`config.mk`:
```
export PLATFORM = sky130hd
export DESIGN_NAME = arc_fault_status_outputs
export DESIGN_NICKNAME = d
export VERILOG_FILES = /design/src/verilog/afd_out_pkg.sv /design/src/verilog/feature_pulse_gen.sv /design/src/verilog/arc_fault_status_outputs.sv
export SDC_FILE = /design/constraint.sdc
export NUM_CORES = 1
export LEC_CHECK = 0
export BUFFER_PORTS_ARGS = -buffer_cell sky130_fd_sc_hd__buf_2
export CAP_MARGIN = 15
export CORE_MARGIN = 3
export CORE_UTILIZATION = 52
export CTS_CLUSTER_SIZE = 12
export DETAILED_ROUTE_END_ITERATION = 10
export GPL_ROUTABILITY_DRIVEN = 0
export PLACE_DENSITY = 0.75
export SKIP_CTS_REPAIR_TIMING = 1
export SLEW_MARGIN = 20
export SYNTH_ARGS = -nofsm -noshare
export SYNTH_HDL_FRONTEND = slang
export SYNTH_SLANG_ARGS = --single-unit
```
`constraint.sdc`:
```
create_clock -name i_clk_sys -period 1.6 [get_ports i_clk_sys]
set_input_delay 0.32 -clock i_clk_sys [delete_from_list [all_inputs] [get_ports i_clk_sys]]
set_output_delay 0.32 -clock i_clk_sys [all_outputs]
set_load 0.02 [all_outputs]
```
`src/verilog/afd_out_pkg.sv`:
```
`default_nettype none
package fault_out_pkg;
    // ****************************************************************
    // Timing
    // ****************************************************************
    localparam int unsigned CLK_HZ        = 125_000_000;
    localparam int unsigned TICK_MS       = 1;
    localparam int unsigned CYC_PER_MS    = CLK_HZ / 1000 * TICK_MS;
    localparam int unsigned WIDTH_BITS    = 8;
    localparam int unsigned PERIOD_MS     = 255;
    // ****************************************************************
    // Reset values
    // ****************************************************************
    localparam logic        FLAG_RST      = 1'b0;
    localparam logic        PULSE_RST     = 1'b0;
    localparam logic        HALT_LVL_DEF  = 1'b0;
    typedef enum logic [1:0] {
        ST_RUN  = 2'b00,
        ST_TRY  = 2'b01,
        ST_DEAD = 2'b10
    } health_t;
endpackage
`default_nettype wire

```
`src/verilog/feature_pulse_gen.sv`:
```
`default_nettype none
module feature_pulse_gen
    import fault_out_pkg::*;
#(
    parameter int unsigned CYC_MS = CYC_PER_MS,
    parameter int unsigned W      = WIDTH_BITS,
    parameter logic [W-1:0] PER   = W'(PERIOD_MS)
) (
    input  wire logic         i_clk_sys,
    input  wire logic         i_nrst,
    input  wire logic [W-1:0] i_width_ms,
    input  wire logic         i_halt,
    input  wire logic         i_halt_lvl,
    output logic              o_pulse
);
    localparam int unsigned CW = $clog2(CYC_MS + 1);
    localparam logic [CW-1:0] CYC_LAST = CW'(CYC_MS - 1);

    logic [CW-1:0] cyc_q;
    logic          tick;
    logic [W-1:0]  ms_q;
    logic [W-1:0]  wid_q;

    assign tick = (cyc_q == CYC_LAST);

    // ****************************************************************
    // Millisecond timebase
    // ****************************************************************
    always_ff @(posedge i_clk_sys or negedge i_nrst) begin
        if (!i_nrst) begin
            cyc_q <= '0;
        end else if (tick) begin
            cyc_q <= '0;
        end else begin
            cyc_q <= cyc_q + 1'b1;
        end
    end

    // Width is only sampled at the period start to avoid runt pulses
    always_ff @(posedge i_clk_sys or negedge i_nrst) begin
        if (!i_nrst) begin
            ms_q  <= '0;
            wid_q <= '0;
        end else if (tick) begin
            if (ms_q == PER - 1'b1) begin
                ms_q  <= '0;
                wid_q <= i_width_ms;
            end else begin
                ms_q <= ms_q + 1'b1;
            end
        end
    end

    always_ff @(posedge i_clk_sys or negedge i_nrst) begin
        if (!i_nrst) begin
            o_pulse <= PULSE_RST;
        end else if (i_halt) begin
            o_pulse <= i_halt_lvl;
        end else begin
            o_pulse <= (ms_q < wid_q);
        end
    end

    property p_halt_static;
        @(posedge i_clk_sys) disable iff (!i_nrst)
        i_halt ##1 i_halt |-> o_pulse == $past(i_halt_lvl);
    endproperty
    a_halt_static: assert property (p_halt_static)
        else $error("feature pulse not static while halted");

    property p_tick_period;
        @(posedge i_clk_sys) disable iff (!i_nrst)
        tick |=> !tick;
    endproperty
    a_tick_period: assert property (p_tick_period)
        else $error("ms tick repeated");

    property p_pulse_width;
        @(posedge i_clk_sys) disable iff (!i_nrst)
        !i_halt |=> o_pulse == ($past(ms_q) < $past(wid_q));
    endproperty
    a_pulse_width: assert property (p_pulse_width)
        else $error("pulse level disagrees with ms count");
endmodule
`default_nettype wire

```
`src/verilog/arc_fault_status_outputs.sv`:
```
`default_nettype none
// Summary of operation
// - Arc detection drives the fault flag output high.
// - Fault flag is a static level able to drive a DC break switch.
// - Self-test malfunction report sets the fault flag high.
// - Failed final automatic recovery attempt sets the fault flag high.
// - Fault flag stays latched; only power cycle or host command clears.
// - Feature output pulses; positive width in ms carries arc features.
// - On malfunction the feature output stops at a constant level.
module arc_fault_status_outputs
    import fault_out_pkg::*;
#(
    parameter int unsigned CYC_MS   = CYC_PER_MS,
    parameter int unsigned W        = WIDTH_BITS,
    parameter int unsigned TRIES    = 3
) (
    input  wire logic         i_clk_sys,
    input  wire logic         i_nrst,
    input  wire logic         i_arc_detect,
    input  wire logic         i_self_test_fail,
    input  wire logic         i_recover_start,
    input  wire logic         i_recover_ok,
    input  wire logic         i_recover_fail,
    input  wire logic         i_host_clear,
    input  wire logic         i_halt_level,
    input  wire logic [W-1:0] i_width_ms,
    output logic              o_fault_flag_out,
    output logic              o_fault_flag_out_alias,
    output logic              o_feature_pulse_out,
    output logic              o_malfunction
);
    import fault_out_pkg::*;

    localparam int unsigned TW = $clog2(TRIES + 1);
    localparam logic [TW-1:0] TRY_LAST = TW'(TRIES);

    health_t       st_q;
    logic [TW-1:0] tries_q;
    logic          final_fail;
    logic          set_flag;

    assign final_fail = (st_q == ST_TRY) && i_recover_fail &&
                        (tries_q == TRY_LAST);
    assign set_flag   = i_arc_detect || final_fail ||
                        (i_self_test_fail && st_q == ST_RUN &&
                         TRIES == 0);

    // ****************************************************************
    // Self-test health and recovery
    // ****************************************************************
    always_ff @(posedge i_clk_sys or negedge i_nrst) begin
        if (!i_nrst) begin
            st_q    <= ST_RUN;
            tries_q <= '0;
        end else begin
            unique case (st_q)
                ST_RUN: begin
                    if (i_self_test_fail) begin
                        st_q    <= (TRIES == 0) ? ST_DEAD : ST_TRY;
                        tries_q <= '0;
                    end
                end
                ST_TRY: begin
                    if (i_recover_start && tries_q != TRY_LAST) begin
                        tries_q <= tries_q + 1'b1;
                    end else if (i_recover_ok && tries_q != '0) begin
                        st_q <= ST_RUN;
                    end else if (final_fail) begin
                        st_q <= ST_DEAD;
                    end
                end
                ST_DEAD: begin
                    if (i_host_clear) begin
                        st_q <= ST_RUN;
                    end
                end
                default: st_q <= ST_DEAD;
            endcase
        end
    end

    // ****************************************************************
    // Latched fault flag
    // ****************************************************************
    // Set wins over host clear so a coincident arc is never lost
    always_ff @(posedge i_clk_sys or negedge i_nrst) begin
        if (!i_nrst) begin
            o_fault_flag_out       <= FLAG_RST;
            o_fault_flag_out_alias <= FLAG_RST;
        end else if (set_flag || i_self_test_fail) begin
            o_fault_flag_out       <= 1'b1;
            o_fault_flag_out_alias <= 1'b1;
        end else if (i_host_clear) begin
            o_fault_flag_out       <= 1'b0;
            o_fault_flag_out_alias <= 1'b0;
        end
    end

    always_ff @(posedge i_clk_sys or negedge i_nrst) begin
        if (!i_nrst) begin
            o_malfunction <= 1'b0;
        end else begin
            o_malfunction <= (st_q != ST_RUN);
        end
    end

    // ****************************************************************
    // Feature pulse output
    // ****************************************************************
    // Halts during recovery too; a watchdog downstream sees the gap
    feature_pulse_gen #(
        .CYC_MS (CYC_MS),
        .W      (W),
        .PER    (W'(PERIOD_MS))
    ) u_pulse (
        .i_clk_sys  (i_clk_sys),
        .i_nrst     (i_nrst),
        .i_width_ms (i_width_ms),
        .i_halt     (st_q != ST_RUN),
        .i_halt_lvl (i_halt_level),
        .o_pulse    (o_feature_pulse_out)
    );

    // ****************************************************************
    // Rule checks
    // ****************************************************************
    property p_arc_sets;
        @(posedge i_clk_sys) disable iff (!i_nrst)
        i_arc_detect |=> o_fault_flag_out;
    endproperty
    a_arc_sets: assert property (p_arc_sets)
        else $error("arc did not raise fault flag");

    property p_test_fail_sets;
        @(posedge i_clk_sys) disable iff (!i_nrst)
        i_self_test_fail |=> o_fault_flag_out && o_fault_flag_out_alias;
    endproperty
    a_test_fail_sets: assert property (p_test_fail_sets)
        else $error("self-test failure did not raise fault flag");

    property p_final_fail;
        @(posedge i_clk_sys) disable iff (!i_nrst)
        final_fail |=> o_fault_flag_out ##1 o_malfunction;
    endproperty
    a_final_fail: assert property (p_final_fail)
        else $error("final recovery failure not flagged");

    property p_latched;
        @(posedge i_clk_sys) disable iff (!i_nrst)
        o_fault_flag_out && !i_host_clear |=> o_fault_flag_out;
    endproperty
    a_latched: assert property (p_latched)
        else $error("fault flag cleared without host command");

    // A clear in the very cycle of the rise is a legal host command
    property p_static;
        @(posedge i_clk_sys) disable iff (!i_nrst)
        $rose(o_fault_flag_out) && !i_host_clear |-> o_fault_flag_out[*2];
    endproperty
    a_static: assert property (p_static)
        else $error("fault flag toggled");

    property p_alias;
        @(posedge i_clk_sys) disable iff (!i_nrst)
        o_fault_flag_out == o_fault_flag_out_alias;
    endproperty
    a_alias: assert property (p_alias)
        else $error("fault flag copies differ");

    property p_no_rise_without_cause;
        @(posedge i_clk_sys) disable iff (!i_nrst)
        $rose(o_fault_flag_out) |-> $past(set_flag || i_self_test_fail);
    endproperty
    a_no_rise_without_cause: assert property (p_no_rise_without_cause)
        else $error("fault flag rose with no cause");

    property p_halt_out;
        @(posedge i_clk_sys) disable iff (!i_nrst)
        o_malfunction ##1 o_malfunction |-> $stable(o_feature_pulse_out);
    endproperty
    a_halt_out: assert property (p_halt_out)
        else $error("feature output moved during malfunction");

    property p_test_fail_halts;
        @(posedge i_clk_sys) disable iff (!i_nrst)
        i_self_test_fail && st_q == ST_RUN |-> ##2 o_malfunction;
    endproperty
    a_test_fail_halts: assert property (p_test_fail_halts)
        else $error("self-test failure did not halt the pulses");

    property p_halt_level;
        @(posedge i_clk_sys) disable iff (!i_nrst)
        o_malfunction |-> o_feature_pulse_out == $past(i_halt_level);
    endproperty
    a_halt_level: assert property (p_halt_level)
        else $error("feature output not at the halt level");

    property p_dead_holds;
        @(posedge i_clk_sys) disable iff (!i_nrst)
        st_q == ST_DEAD && !i_host_clear |=> st_q == ST_DEAD;
    endproperty
    a_dead_holds: assert property (p_dead_holds)
        else $error("dead state left without host command");

    property p_fall_needs_clear;
        @(posedge i_clk_sys) disable iff (!i_nrst)
        $fell(o_fault_flag_out) |-> $past(i_host_clear);
    endproperty
    a_fall_needs_clear: assert property (p_fall_needs_clear)
        else $error("fault flag fell without host command");

    property p_clear_works;
        @(posedge i_clk_sys) disable iff (!i_nrst)
        i_host_clear && !set_flag && !i_self_test_fail |=> !o_fault_flag_out;
    endproperty
    a_clear_works: assert property (p_clear_works)
        else $error("host command did not clear fault flag");
endmodule
`default_nettype wire

```
Word-level counts from Yosys, hierarchy flattened
Index checks and enable logic that the tools add are counted.
- bits in registers: 40
- bits of input ports: 17
- logic and storage cells: 51
- add/sub/neg operators: 3
- $lt $le $gt $ge: 1
- eq/ne operators: 11
- multiplexer cells: 14
- reductions and logical operators: 14
- operator list (cell ; count):
    $add 17x1->17 const B ; 1
    $eq 17x17->1 const B ; 1
    $mux 17 ; 1
    $mux 2 ; 7
    $add 8x1->8 const B ; 1
    $eq 8x8->1 const B ; 1
    $lt 8x8->1 ; 1
    $mux 8 ; 1
    $ne 2x2->1 const B ; 4
    $reduce_bool 2->1 ; 4
    $pmux 2 s3 ; 1
    $eq 2x2->1 const B ; 2
    $logic_and 1x1->1 ; 4
    $pmux 2 s2 ; 1
    $reduce_and 4->1 ; 1
    $mux 1 ; 3
    $ne 3x2->1 const B ; 1
    $reduce_and 3->1 ; 1
    $add 2x1->2 const B ; 1
    $eq 2x1->1 const B ; 1
    $logic_not 2->1 ; 1
    $logic_or 1x1->1 ; 2
    $ne 2x1->1 const B ; 1
    $reduce_and 2->1 ; 1

Logic depth before layout (Yosys ltp)
Gate-level depths: netlist of the first run.
- depth in word-level cells: 7
- gate-level depth with buffers: 7
- gate-level depth less buffers: 6

Hierarchy
A second synthesis of the first run with hierarchy kept.
- cells, all modules: 198
- area total of the unflattened synthesis: 2130.8 um^2
- by module, submodules not included (module ; instances ; cells each ; area an instance (um^2) ; seq. area each (um^2)):
    feature_pulse_gen ; 1 ; 165 ; 1811.7 ; 850.8
    arc_fault_status_outputs ; 1 ; 33 ; 319.1 ; 150.1

Worst setup path before layout of the first run
No wires, ideal clock.
- kind: reg-to-reg
- start point: reg u_pulse.cyc_q[0]
- end point: reg u_pulse.wid_q[0]
- library setup time: 125 ps
- data arrival time: 1502 ps
- required time: 1475 ps
- slack: -27 ps
- stages on the path, launching flop included: 7
- period minus slack after synthesis: 1627 ps
- cell sequence: dfrtp_1 -> ha_1 -> and4_1 -> and4_1 -> buf_6 -> nand3_4 -> mux2_2
- longest elaborated chain between the ends: 2
- RTL lines (item ; line ; source):
    from (decl) ; feature_pulse_gen.sv:19 ; logic [CW-1:0] cyc_q;
    from (signal assigned) ; feature_pulse_gen.sv:35 ; cyc_q <= cyc_q + 1'b1;
    $eq 17x17->1 ; feature_pulse_gen.sv:24 ; assign tick = (cyc_q == CYC_LAST);
    $reduce_and 2->1 (no line) ; -- ;
    to (signal assigned) ; feature_pulse_gen.sv:47 ; wid_q <= i_width_ms;
    to (decl) ; feature_pulse_gen.sv:22 ; logic [W-1:0] wid_q;
No other way between the ends.
A chain may end at the register's enable or synchronous reset.

Worst setup path in the final report of the first run
- start point: reg u_pulse.cyc_q[4]
- end point: reg u_pulse.wid_q[4]
The elaborated chain is that of the path after synthesis.

==> reports/metrics.csv, run 1 <==
stage,metric,value,unit
setup_path,rrSetupSlack,0.05,ns
synthesis,synth_area_leaders,"dfrtp_1 49%, ha_1 7.3%, mux2_2 4.4%, nand2_1 4.0%, xnor2_1 3.4%",
timing,fin_crit_sh,96.58,%
clocking,clk_latency,0.29,ns
timing,maxSlewViolCount,0,
pwr,p_leak,1.143,nW
timing,max_freq,647.2,MHz
final_layout,regArea,0.001001,mm^2
clocking,numCtsBuffers,5,
final_layout,area_growth,17.37,%
placement,pre_cts_ws,0.03634,ns
timing,holdWs,0.07367,ns
final_layout,nFillCells,306,
routing,vias,1565,
setup_path,r2r_cells,4,
synthesis,yosysUniqueCellTypes,37,
timing,fin_worst_skew,0.004186,ns
final_layout,diodes,0,
clocking,cts_tree,done,
routing,routed_wl,3.833,mm
timing,max_slew_margin,67.02,%
global_route,grt_pass1_wl,6.375,mm
routing,antenna_left,0,
synthesis,syn_avg_cell_area,10.48,um^2
die,start_util,54.85,%
global_route,antenna_found_initial,0,
min_path,hp-class,input port to asynchronous set/reset pin,
setup_path,reg2reg_from,u_pulse.cyc_q[4],
setup_path,path_class,flip-flop to flip-flop,
setup_path,worstPathRequired,1.78,ns
synthesis,synth_flop_cell,dfrtp_1,
synthesis,yosys_warnings,0,
timing,hold_viol,0,
placement,dpl.hpwl,2.716,mm
die,die-area,0.004738,mm^2
outcome,outcome,"complete, no violations",
routing,drc,0,
synthesis,netlist_area,0.002053,mm^2
global_route,grt-ovfl-total,0,
setup_path,crit_slowest_cell,dfrtp_1,
setup_path,endpoint_kind,flip-flop,
timing,worst_pin_slew,0.4946,ns
timing,fin_crit,1.545,ns
global_route,grt_max_degree,41,
synthesis,synth_top_area_share,48.75,%
setup_path,worst-path-buf-inv,0,
timing,grt_setup_unrepaired,true,
final_layout,drive_above_1_share,25.85,%
die,core-area,0.003744,mm^2
clocking,clock_path_buffers,2,
clocking,h-tree-depth,2,
setup_path,cp_data_arrival_time,1.72,ns
placement,placed_area,0.002311,mm^2
die,rows,22,
synthesis,async_flop_share,100.0,%
setup_path,cp_cell_sequence,nor4_2 -> and4_4 -> nand3_4 -> mux2_2,
clocking,cts.clk_slew.worst_paths,0.07,ns
timing,worst_slack,0.05480,ns
routing,wire_per_inst,13.50,um
synthesis,synth.net_count,225,
synthesis,netlist_instances,196,
synthesis,synth_edf_count,0,
flow_run,cap_viol_max_count,0,
timing,setup_viol,0,
routing,dr.pass1.iters,4,
synthesis,yosysSeqAreaShare,48.75,%
final_layout,num-nets-final,265,
placement,port_buffers,20,
setup_path,cpPeakStageDelay,0.38,ns
die,die_w,68.84,um
setup_path,startpoint_type,flip-flop,
die,fp.dieH,68.84,um
die,io_pins,21,
setup_path,cp_top_family,simple AND/OR/NAND/NOR gates,
global_route,grtUsageTotal,18.22,%
global_route,grt_pass1_vias,1405,
setup_path,crit_fanout,8,
routing,drtIter0Drc,79,
clocking,clk_root_buffer_cell,clkbuf_8,
pwr,total_power,2.125,mW
routing,vias_per_cell,5.511,
pwr,power.density,881.8,mW/mm^2
pwr,ir_drop,0.0005203,V
setup_path,timing.rr.end,u_pulse.wid_q[4],
final_layout,multi_input_area,987.2,um^2
clocking,clkSinkCount,40,
synthesis,synth_top_area_cell,dfrtp_1,
final_layout,final_cell_area,0.002410,mm^2
synthesis,ys_ff_latch,40,
-- logic make-up (layout without fill, tap and decap cells) --
kind of cell    after synthesis  in the layout  synth area share (%)
fa+ha+maj                    12             12                 7.312
compound gates               30             30                 9.507
xor+xnor                     12             12                 5.119
simple gates                 74             74                 19.68
buf+inv                      17             57                 3.778
flops                        40             40                 48.75
mux                          11             11                 5.850
-- stage by stage --
stage          util (%)  TNS [ns]  std cells
6_report          64.37         0        284
5_1_grt           64.37  -0.04902        284
4_1_cts           63.80         0        283
3_5_place_dp      61.73         0        276
3_3_place_gp      61.73         0        276
2_1_floorplan         -         0        196
-- state kept, by name (all words and copies together), names as in the netlist --
signal / count
o_fault_flag_out_alias: 1
o_malfunction: 1
st_q: 2
tries_q: 2
u_pulse.cyc_q: 17
u_pulse.ms_q: 8
u_pulse.o_pulse: 1
u_pulse.wid_q: 8
-- cell type report --
cell class / count / area share (%)
clock buffer: 6 / 3.011
clock inverter: 1 / 0.2077
inverter: 12 / 1.869
multi-input combinational: 139 / 40.97
sequential: 40 / 41.54
tap: 48 / 2.492
timing repair buffer: 38 / 9.917
-- cell usage in the layout (no fill, tap or decap), types with 4 or more instances in the layout --
cell type | synthesis | final
nor2_1 | 13 | 13
xor2_1 | 4 | 4
buf_2 | 2 | 20
nand2_1 | 22 | 22
nand3_1 | 10 | 10
buf_4 | 1 | 17
mux2_2 | 8 | 8
o21ai_0 | 9 | 9
and4_1 | 5 | 4
dfrtp_1 | 40 | 40
ha_1 | 12 | 11
o31ai_1 | 6 | 6
inv_1 | 12 | 12
a21oi_1 | 5 | 5
nand4_1 | 6 | 6
xnor2_1 | 8 | 8
clkbuf_8 | 0 | 5
-- synth_stat cells (all sizes together), types with 2 or more instances --
cell type	n
ha	12
dfrtp	40
nor3	2
nor2	13
and4bb	2
and4	5
a21oi	5
o21ai	9
o311ai	2
nor4	3
and3	3
mux2	8
xnor2	8
nand4	6
nand2b	3
nand2	22
a22oi	2
o31ai	6
mux2i	3
inv	12
and2	2
buf	4
nand3	11
xor2	4
-- how the worst max path moves through the flow --
stage | from | to | depth (start not counted)
global route | u_pulse.cyc_q[3] | u_pulse.cyc_q[15] | 5
CTS | u_pulse.cyc_q[3] | u_pulse.cyc_q[15] | 5
detailed placement | u_pulse.cyc_q[3] | u_pulse.wid_q[4] | 4
finish | u_pulse.cyc_q[4] | u_pulse.wid_q[4] | 4
global placement | u_pulse.cyc_q[1] | u_pulse.wid_q[6] | 5
floorplan | u_pulse.cyc_q[0] | u_pulse.wid_q[0] | 6
-- where the power goes --
| part | internal [mW] | leakage [nW] | total, mW | switching [mW] |
|---|---|---|---|---|
| sequential | 1.09 | 0.509 | 1.16 | 0.0643 |
| combinational | 0.149 | 0.592 | 0.338 | 0.188 |
| clock | 0.296 | 0.0410 | 0.631 | 0.334 |
-- per-layer routing --
layer / wire (um) / track usage (%)
met4: 59 / 6.083
met2: 1717 / 27.53
met1: 1882 / 25.34
met3: 173 / 4.862
met5: 0 / 0
No activity file was read; power rests on OpenSTA's default activity.
==> run 2: changes to the inputs <==
--- a/config.mk
+++ b/config.mk
@@ -7,12 +7,14 @@
 export LEC_CHECK = 0
 export BUFFER_PORTS_ARGS = -buffer_cell sky130_fd_sc_hd__buf_2
 export CAP_MARGIN = 15
+export CELL_PAD_IN_SITES_DETAIL_PLACEMENT = 2
+export CELL_PAD_IN_SITES_GLOBAL_PLACEMENT = 2
 export CORE_MARGIN = 3
-export CORE_UTILIZATION = 52
+export CORE_UTILIZATION = 34
 export CTS_CLUSTER_SIZE = 12
 export DETAILED_ROUTE_END_ITERATION = 10
 export GPL_ROUTABILITY_DRIVEN = 0
-export PLACE_DENSITY = 0.75
+export PLACE_DENSITY_LB_ADDON = 0.1
 export SKIP_CTS_REPAIR_TIMING = 1
 export SLEW_MARGIN = 20
 export SYNTH_ARGS = -nofsm -noshare
==> reports/metrics.csv, run 2 (synthesis gave the netlist of run 1 again) <==
stage,metric,value,unit,change
outcome,outcome,"finished, violations left",,
outcome,violations,negative setup slack,,
die,rows,27,,+23%
global_route,grt-ovfl-total,0,,unchanged
placement,port_buffers,20,,unchanged
setup_path,crit_slowest_cell,dfrtp_1,,
clocking,h-tree-depth,2,,unchanged
die,start_util,36.18,%,-19 points
routing,drtIter0Drc,54,,-32%
setup_path,cp_cell_sequence,ha_2 -> and4_1 -> nand4_1 -> buf_6 -> o31ai_4 -> o31ai_2,,
timing,fin_worst_skew,0.009869,ns,+0.005683 ns
final_layout,final_cell_area,0.002723,mm^2,+13%
final_layout,diodes,0,,unchanged
clocking,numCtsBuffers,5,,unchanged
die,io_pins,21,,unchanged
die,core-area,0.005675,mm^2,+52%
timing,worst_pin_slew,0.4163,ns,-0.07838 ns
final_layout,top_regs,"u_pulse.cyc_q x17, u_pulse.ms_q x8, u_pulse.wid_q x8",,
timing,fin_crit_sh,105.9,%,+9.4 points
routing,wire_per_inst,19.92,um,+48%
timing,holdWs,0.2358,ns,+0.1621 ns
final_layout,drive_above_1_share,38.40,%,+13 points
setup_path,worst-path-buf-inv,1,,+1
clocking,clk_root_buffer_cell,clkbuf_8,,
final_layout,final_common_cell,dfrtp_1,,
pwr,ir_drop,0.0003583,V,-31%
timing,maxSlewViolCount,0,,unchanged
timing,setup_viol,14,,+14
timing,hold_viol,0,,unchanged
routing,vias_per_cell,5.385,,-2.3%
clocking,clock_path_buffers,2,,unchanged
die,die-area,0.007007,mm^2,+48%
setup_path,path_class,flip-flop to flip-flop,,
timing,fin_crit,1.695,ns,+0.1497 ns
timing,max_slew_margin,72.25,%,+5.2 points
clocking,cts.clk_slew.worst_paths,0.08,ns,about the same
final_layout,instances_no_fill,322,,+13%
placement,dpl.hpwl,4.439,mm,+63%
setup_path,worstPathRequired,1.78,ns,about the same
timing,grt_setup_unrepaired,true,,
global_route,grt_pass1_vias,1970,,+40%
setup_path,cp_top_family,simple AND/OR/NAND/NOR gates,,
placement,placed_area,0.002391,mm^2,+3.5%
clocking,clkSinkCount,40,,unchanged
final_layout,regMostFlops,u_pulse.cyc_q,,
final_layout,fin_util,47.97,%,-16 points
setup_path,endpoint_kind,flip-flop,,
routing,routed_wl,6.413,mm,+67%
placement,placed_cells,305,,+11%
routing,vias,1734,,+11%
final_layout,final_cell_mix,"38 x dfrtp_1, 22 x buf_4, 20 x buf_2, 18 x nand2_1, 12 x inv_1",,
global_route,grt_max_degree,26,,-37%
timing,max_freq,590.0,MHz,-8.8%
global_route,grtUsageTotal,17.59,%,-0.64 points
final_layout,area_growth,32.60,%,
global_route,antenna_found_initial,0,,unchanged
clocking,cts_tree,done,,
pwr,power.density,838.3,mW/mm^2,-4.9%
clocking,clk_latency,0.30,ns,about the same
final_layout,largest_reg_flops,17,,unchanged
die,die_w,83.71,um,+22%
routing,antenna_left,0,,unchanged
min_path,hp-class,input port to flip-flop,,
timing,worst_slack,-0.09491,ns,-0.1497 ns
routing,drc,0,,unchanged
setup_path,cpPeakStageDelay,0.39,ns,about the same
flow_run,cap_viol_max_count,0,,unchanged
routing,dr.pass1.iters,4,,unchanged
timing,tns,-0.3834,ns,-0.3834 ns
setup_path,crit_fanout,5,,-3
die,fp.dieH,83.71,um,+22%
final_layout,num-nets-final,278,,+4.9%
setup_path,cp_data_arrival_time,1.87,ns,+0.15 ns
pwr,p_leak,1.275,nW,+12%
setup_path,startpoint_type,flip-flop,,
global_route,grt_pass1_wl,9.791,mm,+54%
[run 2: final cells by class]
cell class,instances,area (um^2)
well taps,72,90.09
clock inverters,2,10.01
multi-input cells,139,1117
fillers,591,2953
inverters,12,45.04
flip-flops and latches,40,1003
clock buffers,6,82.58
repair buffers,51,374.1
[run 2: final timing paths]
kind / endpoint / slack [ns] / from / cells after the start
min in group asynchronous: u_pulse.cyc_q[12] / 0.49 / i_nrst / 2
worst min-delay path: st_q[1] / 0.24 / i_host_clear / 2
worst min register to register: u_pulse.wid_q[5] / 0.52 / u_pulse.wid_q[5] / 1
max in group asynchronous: u_pulse.cyc_q[6] / 0.62 / i_nrst / 3
worst max-delay path: u_pulse.ms_q[4] / -0.09 / u_pulse.cyc_q[1] / 6
worst max register to register: u_pulse.ms_q[4] / -0.09 / u_pulse.cyc_q[1] / 6
[run 2: routing by layer]
| layer | GRT usage (%) | vias to the layer above | share of wire (%) |
|---|---|---|---|
| li1 | - | 802 | - |
| met1 | 19.35 | 907 | 40 |
| met2 | 33.84 | 18 | 57 |
| met3 | 3.455 | 7 | 2.1 |
| met4 | 4.825 | 0 | 0.97 |
| met5 | 0 | - | 0 |
[run 2: report_power, final]
| group | total (mW) | internal (mW) | switching, mW |
|---|---|---|---|
| Sequential | 1.15 | 1.09 | 0.0622 |
| Clock | 0.711 | 0.345 | 0.366 |
| Combinational | 0.418 | 0.179 | 0.239 |
| Total | 2.28 | 1.61 | 0.667 |
[run 2: stage by stage]
stage	total power, mW	worst slack, ns
final	2.282	-0.09491
after global placement	1.531	0.03073
after detailed placement	1.582	-0.05823
after floorplan	1.395	0.01757
after global routing	2.435	-0.1371
after CTS	2.300	-0.1486
